[src/hw/cgr_pkg.sv]
package cgr_pkg;

   // register indices; byte address is four times the index
   localparam logic [5:0]  GAIN_HIGH_IDX    = 6'h2A;
   localparam logic [5:0]  GAIN_LOW_IDX     = 6'h2B;
   localparam logic [5:0]  CH7_CHANNEL_CONFIG_IDX      = 6'h2C;

   localparam logic [15:0] GAIN_HIGH_RESET  = 16'h8000;
   localparam logic [15:0] GAIN_LOW_RESET   = 16'h0000;
   localparam logic [15:0] CH7_CHANNEL_CONFIG_RESET    = 16'h0000;

   // writable bits of each register
   localparam logic [15:0] GAIN_HIGH_MASK   = 16'hFFFF;
   localparam logic [15:0] GAIN_LOW_MASK    = 16'hFF00;
   localparam logic [15:0] CH7_CHANNEL_CONFIG_MASK     = 16'hFFC7;

   // field positions in the channel-7 config word
   localparam int          PHASE_HI_LSB     = 8;
   localparam int          PHASE_LO_LSB     = 6;
   localparam int          DC_DIS_BIT       = 2;
   localparam int          SEL_LSB          = 0;

   typedef enum logic [1:0] {
      CGR_SEL_PINS,
      CGR_SEL_SHORTED,
      CGR_SEL_TEST_POS,
      CGR_SEL_TEST_NEG
   } cgr_sel_t;

   // decoded channel settings handed to the converter datapath
   typedef struct packed {
      logic [23:0] gain_coeff;
      logic [9:0]  phase_delay;
      logic        dc_block_bypass;
      cgr_sel_t    input_select;
   } cgr_chan_t;

endpackage : cgr_pkg

[src/hw/cgr_apb_if.sv]
`timescale 1ns/10ps
// apb slave front end: zero wait states, one write or read pulse per access
module cgr_apb_slave (
   input  wire logic        clk,
   input  wire logic        reset_n,
   input  wire logic        psel,
   input  wire logic        penable,
   input  wire logic        pwrite,
   input  wire logic [11:0] paddr,
   output logic             wr_stb,
   output logic             rd_stb,
   output logic [5:0]       reg_idx,
   output logic             misaligned
);
   // access completes in the first access-phase cycle, pready is tied high outside
   assign wr_stb     = psel & penable & pwrite;
   assign rd_stb     = psel & penable & ~pwrite;
   assign reg_idx    = paddr[7:2];
   assign misaligned = (paddr[1:0] != 2'b00) | (paddr[11:8] != 4'h0);
endmodule : cgr_apb_slave

[src/hw/cgr_regs.sv]
// Implementation choice: the APB register port.
`timescale 1ns/10ps
module cgr_regs (
   input  wire logic                clk,
   input  wire logic                reset_n,
   input  wire logic                psel,
   input  wire logic                penable,
   input  wire logic                pwrite,
   input  wire logic [11:0]         paddr,
   input  wire logic [31:0]         pwdata,
   input  wire logic [3:0]          pstrb,
   output logic                     pready,
   output logic                     pslverr,
   output logic [31:0]              prdata,
   input  wire logic                global_dc_block_setting,
   output cgr_pkg::cgr_chan_t       chan_q,
   output logic                     ch7_dc_block_active
);
   import cgr_pkg::*;

   logic        wr_stb;
   logic        rd_stb;
   logic [5:0]  reg_idx;
   logic        misaligned;
   logic        hit;
   logic [15:0] ch6_gain_trim_high_q, ch6_gain_trim_high_d;
   logic [15:0] ch6_gain_trim_low_q,  ch6_gain_trim_low_d;
   logic [15:0] ch7_channel_config_q, ch7_channel_config_d;
   logic [31:0] prdata_d;
   logic        pslverr_d;
   logic [15:0] wdata;
   cgr_chan_t   chan_d;
   logic [15:0] lane_en;
   logic        wr_gain_high;
   logic        wr_gain_low;
   logic        wr_ch7_channel_config;
   logic        setup_phase;
   logic [15:0] rd_view;

   cgr_apb_slave i_cgr_apb_slave (
      .clk        (clk),
      .reset_n    (reset_n),
      .psel       (psel),
      .penable    (penable),
      .pwrite     (pwrite),
      .paddr      (paddr),
      .wr_stb     (wr_stb),
      .rd_stb     (rd_stb),
      .reg_idx    (reg_idx),
      .misaligned (misaligned)
   );

   // merge new write data into the writable bits, keep the rest
   function automatic logic [15:0] merge(input logic [15:0] old_v,
                                         input logic [15:0] new_v,
                                         input logic [15:0] mask);
      merge = (old_v & ~mask) | (new_v & mask);
   endfunction : merge

   // byte-lane write enables from the two low strobes
   function automatic logic [15:0] lane_mask(input logic [1:0] strb);
      lane_mask = {{8{strb[1]}}, {8{strb[0]}}};
   endfunction : lane_mask

   // word index to one of the three mapped registers
   function automatic logic is_mapped(input logic [5:0] idx);
      is_mapped = (idx == GAIN_HIGH_IDX) || (idx == GAIN_LOW_IDX) || (idx == CH7_CHANNEL_CONFIG_IDX);
   endfunction : is_mapped

   // stored words to datapath settings; shared by reset and run so they cannot drift
   function automatic cgr_chan_t decode_chan(input logic [15:0] high_v,
                                             input logic [15:0] low_v,
                                             input logic [15:0] cfg_v);
      cgr_chan_t c;
      c.gain_coeff      = {high_v, low_v[15:8]};
      c.phase_delay     = {cfg_v[PHASE_HI_LSB +: 8], cfg_v[PHASE_LO_LSB +: 2]};
      c.dc_block_bypass = cfg_v[DC_DIS_BIT];
      c.input_select    = cgr_sel_t'(cfg_v[SEL_LSB +: 2]);
      decode_chan       = c;
   endfunction : decode_chan

   // decoded reset words, so chan_q starts at unity gain like the registers
   localparam cgr_chan_t CHAN_RESET = decode_chan(GAIN_HIGH_RESET, GAIN_LOW_RESET,
                                                  CH7_CHANNEL_CONFIG_RESET);

   // no wait states: every access ends in its first access cycle
   assign pready = 1'b1;

   // byte strobes gate the two low lanes; upper lanes have no storage
   always_comb begin
      wdata[7:0]  = pstrb[0] ? pwdata[7:0]  : 8'h00;
      wdata[15:8] = pstrb[1] ? pwdata[15:8] : 8'h00;
   end

   always_comb begin
      hit = !misaligned && is_mapped(reg_idx);
   end

   // byte lanes the master asked to write
   always_comb begin
      lane_en = lane_mask(pstrb[1:0]);
   end

   // one write strobe per register, only for a clean aligned hit
   always_comb begin
      wr_gain_high = wr_stb && hit && (reg_idx == GAIN_HIGH_IDX);
      wr_gain_low  = wr_stb && hit && (reg_idx == GAIN_LOW_IDX);
      wr_ch7_channel_config   = wr_stb && hit && (reg_idx == CH7_CHANNEL_CONFIG_IDX);
   end

   // upper gain trim: all sixteen bits are coefficient bits 23:8
   always_comb begin
      ch6_gain_trim_high_d = ch6_gain_trim_high_q;
      if (wr_gain_high) begin
         ch6_gain_trim_high_d = merge(ch6_gain_trim_high_q, wdata,
                                      GAIN_HIGH_MASK & lane_en);
      end
   end

   // upper gain trim storage, unity gain out of reset
   always_ff @(posedge clk or negedge reset_n) begin
      if (!reset_n) begin
         ch6_gain_trim_high_q <= GAIN_HIGH_RESET;
      end else begin
         ch6_gain_trim_high_q <= ch6_gain_trim_high_d;
      end
   end

   // lower gain trim: only the upper byte is stored, the lower byte is reserved
   always_comb begin
      ch6_gain_trim_low_d = ch6_gain_trim_low_q;
      if (wr_gain_low) begin
         ch6_gain_trim_low_d = merge(ch6_gain_trim_low_q, wdata,
                                     GAIN_LOW_MASK & lane_en);
      end
   end

   // lower gain trim storage
   always_ff @(posedge clk or negedge reset_n) begin
      if (!reset_n) begin
         ch6_gain_trim_low_q <= GAIN_LOW_RESET;
      end else begin
         ch6_gain_trim_low_q <= ch6_gain_trim_low_d;
      end
   end

   // channel-7 config: phase, dc disable and select; bits 5:3 never stored
   always_comb begin
      ch7_channel_config_d = ch7_channel_config_q;
      if (wr_ch7_channel_config) begin
         ch7_channel_config_d = merge(ch7_channel_config_q, wdata,
                                      CH7_CHANNEL_CONFIG_MASK & lane_en);
      end
   end

   // channel-7 config storage
   always_ff @(posedge clk or negedge reset_n) begin
      if (!reset_n) begin
         ch7_channel_config_q <= CH7_CHANNEL_CONFIG_RESET;
      end else begin
         ch7_channel_config_q <= ch7_channel_config_d;
      end
   end

   // word shown for the addressed register; reserved bits forced to zero
   always_comb begin
      rd_view = 16'h0000;
      case (reg_idx)
         GAIN_HIGH_IDX: rd_view = ch6_gain_trim_high_q;
         GAIN_LOW_IDX:  rd_view = ch6_gain_trim_low_q & GAIN_LOW_MASK;
         CH7_CHANNEL_CONFIG_IDX:   rd_view = ch7_channel_config_q & CH7_CHANNEL_CONFIG_MASK;
         default:       rd_view = 16'h0000;
      endcase
   end

   // setup cycle of any transfer
   always_comb begin
      setup_phase = psel && !penable;
   end

   // response is built in the setup cycle so it stands through the access cycle
   always_comb begin
      prdata_d  = prdata;
      pslverr_d = 1'b0;
      if (setup_phase) begin
         prdata_d = 32'h0000_0000;
         if (hit && !pwrite) begin
            prdata_d = {16'h0000, rd_view};
         end
         pslverr_d = !hit;
      end
   end

   // response flops; prdata holds until the next setup cycle
   always_ff @(posedge clk or negedge reset_n) begin
      if (!reset_n) begin
         prdata  <= 32'h0000_0000;
         pslverr <= 1'b0;
      end else begin
         prdata  <= prdata_d;
         pslverr <= pslverr_d;
      end
   end

   // decoded settings, from the same function as their reset value
   always_comb begin
      chan_d = decode_chan(ch6_gain_trim_high_q, ch6_gain_trim_low_q, ch7_channel_config_q);
   end

   // settings register, one cycle behind the stored words
   always_ff @(posedge clk or negedge reset_n) begin
      if (!reset_n) begin
         chan_q <= CHAN_RESET;
      end else begin
         chan_q <= chan_d;
      end
   end

   // dc block off when bypassed per channel; otherwise the global setting rules
   assign ch7_dc_block_active = !chan_q.dc_block_bypass && global_dc_block_setting;

endmodule : cgr_regs

[config.mk]
export PLATFORM = sky130hd
export DESIGN_NAME = cgr_regs
export DESIGN_NICKNAME = d
export VERILOG_FILES = /design/src/hw/cgr_pkg.sv /design/src/hw/cgr_apb_if.sv /design/src/hw/cgr_regs.sv
export SDC_FILE = /design/constraint.sdc
export NUM_CORES = 1
export LEC_CHECK = 0
export ABC_CLOCK_PERIOD_IN_PS = 2980
export CORE_MARGIN = 2
export CORE_UTILIZATION = 30
export DETAILED_ROUTE_END_ITERATION = 16
export DONT_BUFFER_PORTS = 1
export SLEW_MARGIN = 40
export SYNTH_ARGS = -nofsm -noshare
export SYNTH_HDL_FRONTEND = slang
export SYNTH_SLANG_ARGS = --single-unit
[constraint.sdc]
create_clock -name clk -period 2.98 [get_ports clk]
set_clock_uncertainty 0.05 [all_clocks]
set_input_delay 0.149 -clock clk [delete_from_list [all_inputs] [get_ports clk]]
set_output_delay 0.149 -clock clk [all_outputs]
set_load 0.02 [all_outputs]
Yosys cells after proc, flatten, opt, wreduce, memory -nomap -nowiden
Cells that the tools add are included.
W data, S select, Z words.
- mux-type cells: 5
- bitwise operators: 15
- equality and inequality tests: 3
- reductions and logical operators: 17
- operator list (operator ; number):
    $and A16 B16 Y16 ; 6
    $not A16 Y16 ; 3
    $or A16 B16 Y16 ; 3
    $pmux W16 S3 ; 1
    $eq A6 B6 Y1 const B ; 3
    $mux W16 ; 1
    $mux W8 ; 2
    $logic_and A1 B1 Y1 ; 8
    $logic_not A1 Y1 ; 5
    $reduce_bool A4 Y1 ; 1
    $and A1 B1 Y1 ; 2
    $logic_or A1 B1 Y1 ; 2
    $reduce_bool A2 Y1 ; 1
    $mux W1 ; 1
    $or A1 B1 Y1 ; 1
- word-level logic and storage cells: 49
- input port bits: 54
- output and inout port bits: 72
- register bits: 118

Logic depth before layout (Yosys ltp)
Gate-level depths: netlist of run 1.
- word-level depth: 6
- mapped depth: 5
- mapped depth without buffers: 4

Hierarchy
A second synthesis of run 1 with hierarchy kept.
- cell total of the unflattened synthesis: 232
- area, all modules: 3548.4 um^2
- by module, submodules not included (module ; times used ; area an instance (um^2) ; seq. area each (um^2) ; cells an instance):
    cgr_regs ; 1 ; 3475.8 ; 2279.7 ; 220
    cgr_apb_slave ; 1 ; 72.6 ; 0.0 ; 12

Worst setup path after synthesis of run 1
OpenSTA, ideal clock, no wires.
- path kind: input-to-reg
- start: in paddr[9]
- end: reg (tool-made name)
- setup time: 0.125 ns
- path slack: 1.166 ns
- required time: 2.805 ns
- cell stages on the path: 4
- data arrival time: 1.639 ns
- buffers on the path: 0
- path through: or4_4 nor4_4 nand3_2 mux2_2
- RTL lines (item ; line ; RTL):
    start, declared ; cgr_regs.sv:9 ; input wire logic [11:0] paddr,

==> results of run 1 <==
Yosys cell counts (2+ instances only):
| library cell | n | area, µm² |
|---|---|---|
| a21oi_1 | 4 | 20.0 |
| a221o_1 | 5 | 50.1 |
| a222oi_1 | 6 | 60.1 |
| a22o_1 | 3 | 26.3 |
| a22oi_1 | 6 | 45.0 |
| and2_1 | 7 | 43.8 |
| buf_4 | 17 | 128 |
| clkbuf_1 | 3 | 11.3 |
| conb_1 | 2 | 7.51 |
| dfrtp_1 | 89 | 2230 |
| dfstp_2 | 2 | 52.6 |
| mux2_2 | 37 | 417 |
| mux2i_1 | 2 | 20.0 |
| nand2_1 | 17 | 63.8 |
| nand2b_1 | 2 | 12.5 |
| nand3_2 | 5 | 50.1 |
| nor2_1 | 3 | 11.3 |
| o21ai_0 | 2 | 10.0 |
metal layers:
| layer | GRT usage, % | routed length [µm] |
|---|---|---|
| met1 | 16.6 | 3170 |
| met2 | 19.7 | 3550 |
| met3 | 3.85 | 557 |
| met4 | 7.14 | 214 |
| met5 | 0 | 0 |
final cells by class:
cell class | instances | share of cell area (%)
inverters | 1 | 0.0967
flip-flops and latches | 91 | 58.7
repair buffers | 22 | 5.87
clock inverters | 5 | 1.55
clock buffers | 11 | 3.64
multi-input cells | 127 | 25.6
well taps | 140 | 4.51
cell families after synthesis:
group	Yosys count
AOI/OAI and AO/OA	26
buffers and inverters	22
and+or+nand+nor	45
other	2
DFF	91
muxes	39
timing repair:
action | in CTS | in global routing
gates resized for setup | 0 | 0
hold endpoints to repair | 128 | 0
hold buffers | 18 | 0
worst min-delay path by stage:
stage                       endpoint      from  cells after the start  slack [ns]
final                     prdata[12]  paddr[3]                      3        0.02
after detailed placement  chan_q[24]   reset_n                      0       -0.19
after floorplan            async pin   reset_n                      0       -0.20
after global placement    chan_q[24]   reset_n                      0       -0.19
after CTS                 prdata[12]  paddr[2]                      3       0.008
after global routing      prdata[13]  paddr[2]                      3        0.03
stage by stage:
| stage | setup WS [ns] | util [%] | hold WS (ns) | power, mW |
|---|---|---|---|---|
| floorplan | 1.17 | - | -0.197 | 1.31 |
| global placement | 0.794 | 32.0 | -0.194 | 1.30 |
| detailed placement | 0.800 | 32.0 | -0.195 | 1.30 |
| CTS | 1.20 | 35.7 | 0.00820 | 2.22 |
| global route | 1.12 | 35.7 | 0.0338 | 2.29 |
| finish | 1.19 | 35.7 | 0.0193 | 2.18 |
power by group through the flow:
stage                     logic [mW]  clock network, mW  registers (mW)
after floorplan               0.0530                  0            1.26
after global placement        0.0402                  0            1.26
after detailed placement      0.0405                  0            1.26
after CTS                     0.0917              0.892            1.24
after global routing           0.101              0.954            1.24
final                         0.0892              0.858            1.24
tightest hold or removal path, cell delays in order:
cell and delay [ns]:
nor3b_1 0.04, a21oi_1 0.12, o21ai_0 0.07
==> impl_metrics.ini, run 1 <==
[clock_tree]
cts_tree = yes
clock-sinks = 91
h-tree-depth = 3
cts_setup_buffers = 0
clockBufferDepth = 2
cts_buffers = 9
clk_latency_ns = 0.35
cts-root-buf = clkbuf_8
clkTransAtPathRegs_ns = 0.09

[drt]
wl_per_cell_um = 18.9
totalWireLength_um = 7490
dr.pass1.iters = 5
dr_total_vias = 1913
ant_nets = 0
via_per_inst = 4.82
drcViolationCount = 0
dr.first_iter.drc_count = 145

[worst_setup_path]
timing.rr.start = prdata[15]
cp_max_fo = 8
critPathMaxStageDelay_ns = 0.55
start_kind = primary input
worst-setup-path-type = primary input to flop
crit_cells = 4
crit_required_ns = 3.17
arrival_ns = 1.99
reg2reg_depth = 2
cp_top_family = simple AND/OR/NAND/NOR gates
end_kind = flop
cp-startpoint = paddr[9]
r2r_end = prdata[15]
slowest_stage = or4_4
cp_cell_sequence = or4_4, nor4_4, nand3_2, mux2_2
reg2reg_slack_ns = 1.82
cp_num_buf_inv = 0

[timing]
setup_viol = 0
slew_headroom_pct = 65.7
fin_crit_sh_pct = 60.1
tns_ns = 0
hold_viol_final = 0
drv_slew = 0
clock.fmax_mhz = 558
worst_slew_pin_slew_ns = 0.510
min_period_ns = 1.79
rsz0062_at_grt = no

[finish]
stdcell_area_mm2 = 0.00388
diodes = 0
layout_commonest_cell = dfrtp_1
fin_cells = 397
drive_above_1_share_pct = 27.2
multiInputGateArea_um2 = 995
syn_to_final_growth_pct = 15.4
fillerInstances = 1064
fin_nets = 306
final_cell_mix = 89 x dfrtp_1, 37 x mux2_2, 17 x nand2_1, 17 x conb_1, 17 x dlygate4sd3_1
regArea_mm2 = 0.00228

[logic_synthesis]
yosysUniqueCellTypes = 31
ys_seq_area_share_pct = 67.7
synth_top_family_by_area = multiplexers
synth_area_mm2 = 0.00337
yosys.area_share.simple_pct = 8.40
synth.mux.area_fraction_pct = 13.0
synth_compound_area_share_pct = 6.28
avgSynthCellArea_um2 = 15.0
synthXorXnorAreaFrac_pct = 0
ys_ff_latch = 91
synth_fa_ha_area_share_pct = 0
postSynthCellCount = 225
ys_warn_count = 0
synth_edf_count = 0
synthArstFlopShare_pct = 100
ys.flop_type = dfrtp_1

[placement]
dp.cells = 363
place_congestion = 0.760
place_hpwl_um = 4950
postPlaceCellArea_mm2 = 0.00348
portBuffers = 0

[power_and_ir_drop]
power.leakage_nw = 1.86
p_int_mw = 1.68
pwr-share-comb_pct = 4.1
p_per_area_mw_per_mm2 = 563
p_switching_mw = 0.507
swShare_pct = 23.2
ir_worst_vdd_mv = 0.219
seqPwrFrac_pct = 56.6
clockPowerShare_pct = 39.3

[grt]
grt_pass1_vias = 1945
grt_max_degree = 92
antenna_found_initial = 0
grt_usage_pct = 13.0
grt_overflow = 0
grt_pass1_wl_um = 11200

[status]
status = complete, no violations

[die]
core_mm2 = 0.0109
dieArea_mm2 = 0.0121
die_x_um = 110
die_height_um = 110
ios = 126
initial_core_util_pct = 30.9
row_count = 38

[flow_run]
maxCapViolCount = 0

[min_path]
hp-class = primary input to flop
(Power assumes the default switching activity.)
==> inputs of run 2 (changes only) <==
Settings changed: ABC_CLOCK_PERIOD_IN_PS 2980 to 1400.
Clock period 2.98 ns to 1.4 ns, I/O delays scaled along.
==> impl_metrics.ini, run 2 (synthesized netlist as in run 1, its figures left out) <==
[status]
status = complete, but fails checks
violations = negative hold slack

[die]
row_count = 38
core_mm2 = 0.0109
die_x_um = 110
initial_core_util_pct = 30.9
die_height_um = 110
ios = 126
dieArea_mm2 = 0.0121

[drt]
drcViolationCount = 0
dr.first_iter.drc_count = 192
dr.pass1.iters = 5
ant_nets = 0
wl_per_cell_um = 17.9
dr_total_vias = 1951
totalWireLength_um = 7450
via_per_inst = 4.69

[clock_tree]
clkTransAtPathRegs_ns = 0.08
clockBufferDepth = 2
cts-root-buf = clkbuf_8
cts_buffers = 9
clock-sinks = 91
clk_latency_ns = 0.34
h-tree-depth = 3
cts_hold_buf = 19
cts_tree = yes

[placement]
pre_cts_ws_ns = -0.365
place_congestion = 0.709
portBuffers = 0
place_hpwl_um = 5180
postPlaceCellArea_mm2 = 0.00368

[worst_setup_path]
reg2reg_depth = 2
cp_cell_sequence = or4_4, nor4_4, buf_4, nand3_2, mux2_2
slowest_stage = or4_4
arrival_ns = 1.50
worst-setup-path-type = primary input to flop
end_kind = flop
timing.rr.start = prdata[14]
start_kind = primary input
cp-startpoint = paddr[9]
cp_max_fo = 8
critPathMaxStageDelay_ns = 0.53
crit_required_ns = 1.58
reg2reg_slack_ns = 0.26
r2r_end = prdata[14]

[timing]
finalHoldWorstSlack_ns = -0.637
clock.fmax_mhz = 755
rsz0062_at_grt = no
worst_slack_ns = 0.0755
hold_viol_final = 91
fin_crit_sh_pct = 94.6
setup_viol = 0
drv_slew = 0
min_period_ns = 1.32

[finish]
fillerInstances = 1046
fin_nets = 325
diodes = 0
layout_commonest_cell = dfrtp_1
drive_above_1_share_pct = 32.2
final_util_pct = 38.1
final_cell_mix = 89 x dfrtp_1, 37 x mux2_2, 19 x dlygate4sd3_1
syn_to_final_growth_pct = 23.2
stdcell_area_mm2 = 0.00415

[grt]
grt_max_degree = 92
antenna_found_initial = 0
grt_pass1_wl_um = 11400
grt_pass1_vias = 2062
grt_usage_pct = 12.8
grt_overflow = 0

[power_and_ir_drop]
ir_worst_vdd_mv = 0.591
power.total_mw = 5.05
power.leakage_nw = 2.01
p_per_area_mw_per_mm2 = 1220

[flow_run]
maxCapViolCount = 0

[min_path]
hp-class = primary input to async pin
[run 2: cell types whose count changed in the layout (fill, tap and decap cells not counted), sizes merged]
cell / delta
buf: +17
bufinv: +3
clkbuf: -1
clkinv: +1
clkinvlp: -1
dlygate4sd3: +2
inv: -2
[run 2: worst max-delay path: cells and delay by family]
kind          cells  cell delay, ns
simple gates      3            0.89
buf+inv           1            0.19
mux               1            0.34
[run 2: power breakdown]
part	total (mW)	internal, mW	switching [mW]
Sequential	2.63	2.63	0.00413
Combinational	0.149	0.0595	0.0900
Clock	2.27	1.37	0.897
[run 2: what timing repair did]
| item | CTS | global route |
|---|---|---|
| gates resized for setup | 1 | 1 |
| setup endpoints to repair | 1 | 12 |
| buffers inserted | 0 | 0 |
| endpoints found under the hold margin | 130 | 91 |
| pin swaps | 0 | 0 |
[run 2: area by class of cell]
type	instances	area [µm²]	area share, %
well taps	140	175	4.23
repair buffers	41	405	9.78
clock inverters	6	138	3.32
flip-flops and latches	91	2280	55.0
multi-input cells	127	1020	24.5
clock buffers	10	128	3.08
inverters	1	3.75	0.0906
[run 2: worst min-delay path by stage]
stage                      end  startpoint  slack, ns  depth (start not counted)
global placement    chan_q[24]     reset_n      -0.27                          0
finish               prdata[3]     reset_n      -0.64                          0
detailed placement   prdata[3]     reset_n      -0.27                          0
floorplan            async pin     reset_n      -0.28                          0
global route        chan_q[21]     reset_n      -0.68                          0
CTS                 chan_q[21]     reset_n      -0.67                          0
[run 2: per-stage QoR]
stage | hold WS [ns] | cells | setup TNS [ns]
after floorplan | -0.276 | 240 | -8.85
after global placement | -0.272 | 381 | -13.67
after detailed placement | -0.273 | 381 | -14.34
after CTS | -0.668 | 416 | 0
after global routing | -0.677 | 416 | 0
final | -0.637 | 416 | 0
[run 2: per-layer routing]
metal	routed length [µm]	track usage, %
met4	71	3.80
met3	530	4.39
met2	3740	21.3
met1	3110	15.7
met5	0	0
==> inputs of run 3 (changes only) <==
Settings changed: CORE_UTILIZATION 30 to 56, PLACE_DENSITY set to 0.74, RECOVER_POWER set to 25.
==> impl_metrics.ini, run 3 (synthesized netlist as in run 1, its figures left out) <==
[status]
status = complete, but fails checks
violations = negative hold slack

[placement]
portBuffers = 0
place_congestion = 0.714
dp.cells = 309
place_hpwl_um = 4370
postPlaceCellArea_mm2 = 0.00352

[finish]
diodes = 0
fin_cells = 343
drive_above_1_share_pct = 29.1
layout_commonest_cell = dfrtp_1
final_cell_mix = 89 x dfrtp_1, 37 x mux2_2, 20 x dlygate4sd3_1
syn_to_final_growth_pct = 17.0
fin_nets = 319
stdcell_area_mm2 = 0.00394

[clock_tree]
h-tree-depth = 3
clkTransAtPathRegs_ns = 0.07
post_cts_resized = 0
clock-sinks = 91
cts_hold_buf = 20
cts_tree = yes
clockBufferDepth = 2
cts_buffers = 9
cts-root-buf = clkbuf_8
clk_latency_ns = 0.35

[power_and_ir_drop]
p_switching_mw = 0.912
swShare_pct = 19.5
clockPowerShare_pct = 40.7
p_per_area_mw_per_mm2 = 1190
power.leakage_nw = 1.94
seqPwrFrac_pct = 56.2
pwr-share-comb_pct = 3.1
ir_worst_vdd_mv = 0.624
p_int_mw = 3.77

[die]
die_height_um = 81.5
die_x_um = 81.5
core_mm2 = 0.00585
ios = 126
dieArea_mm2 = 0.00665
initial_core_util_pct = 57.5
row_count = 28

[drt]
dr.first_iter.drc_count = 107
dr.pass1.iters = 5
via_per_inst = 5.52
ant_nets = 0
wl_per_cell_um = 19.0
drcViolationCount = 0
totalWireLength_um = 6520
dr_total_vias = 1893

[grt]
grt_max_degree = 92
grt_usage_pct = 21.1
grt_overflow = 0
grt_pass1_wl_um = 9960
antenna_found_initial = 0
grt_pass1_vias = 1944

[worst_setup_path]
timing.rr.start = prdata[15]
cp_max_fo = 8
cp_cell_sequence = or4_4, nor4_4, buf_4, nand3_2, mux2_2
start_kind = primary input
crit_required_ns = 1.59
reg2reg_depth = 2
arrival_ns = 1.58
worst-setup-path-type = primary input to flop
r2r_end = prdata[15]
slowest_stage = or4_4
end_kind = flop
reg2reg_slack_ns = 0.25
critPathMaxStageDelay_ns = 0.54

[timing]
finalHoldWorstSlack_ns = -0.643
min_period_ns = 1.40
fin_crit_sh_pct = 99.8
hold_viol_final = 91
setup_viol = 0
clock.fmax_mhz = 716
drv_slew = 0
rsz0062_at_grt = yes

[min_path]
hp-class = primary input to async pin

[flow_run]
maxCapViolCount = 0
## run 3: cell count changes in the layout (fill, tap and decap cells not counted), sizes merged
cell / before / now
clkinv: 2 / 0
buf: 22 / 15
bufinv: 4 / 2
clkbuf: 10 / 12
dlygate4sd3: 19 / 20
## run 3: metrics by stage
step | utilization, % | setup WS (ns) | total power [mW] | hold WS, ns | TNS (ns)
finish | 67.3 | 0.00280 | 4.68 | -0.643 | 0
global route | 67.3 | -0.0372 | 4.86 | -0.671 | -0.544
CTS | 67.3 | 0.0295 | 4.73 | -0.663 | 0
detailed placement | 60.2 | -0.369 | 2.78 | -0.274 | -15.86
global placement | 60.2 | -0.321 | 2.78 | -0.274 | -13.84
floorplan | - | -0.249 | 2.80 | -0.276 | -8.85
## run 3: worst max-delay path: cells and delay by family
kind | cells | cell delay [ns]
multiplexers | 1 | 0.36
AND/OR/NAND/NOR | 3 | 0.95
buffers and inverters | 1 | 0.20
## run 3: worst max path at each step
| stage | startpoint | endpoint | slack, ns | cells past startpoint |
|---|---|---|---|---|
| after floorplan | paddr[9] | flop | -0.25 | 4 |
| after global placement | paddr[9] | flop | -0.32 | 5 |
| after detailed placement | paddr[9] | flop | -0.37 | 5 |
| after CTS | paddr[9] | flop | 0.03 | 5 |
| after global routing | paddr[9] | flop | -0.04 | 5 |
| final | paddr[9] | flop | 0.003 | 5 |
## run 3: layout make-up
| type | count | area (µm²) |
|---|---|---|
| well taps | 75 | 93.8 |
| inverters | 1 | 3.75 |
| flip-flops and latches | 91 | 2280 |
| clock buffers | 12 | 155 |
| clock inverters | 2 | 60.1 |
| repair buffers | 35 | 338 |
| multi-input cells | 127 | 1010 |
| fillers | 422 | 1910 |
## run 3: what timing repair did
item | CTS | global route
buffers inserted | 0 | 0
endpoints found under the hold margin | 131 | 91
setup endpoints to repair | 0 | 23
## run 3: metal layers
layer	track usage, %	vias to the layer above	routed length (µm)
li1	-	855	-
met1	25.6	951	2520
met2	33.5	73	3360
met3	7.36	14	507
met4	10.8	0	143
met5	0	-	0
## run 3: power by group through the flow
stage               combinational (mW)  clock [mW]  sequential [mW]
floorplan                        0.115           0             2.69
global placement                0.0913           0             2.69
detailed placement              0.0919           0             2.69
CTS                              0.145        1.95             2.63
global route                     0.158        2.07             2.63
finish                           0.146        1.90             2.63
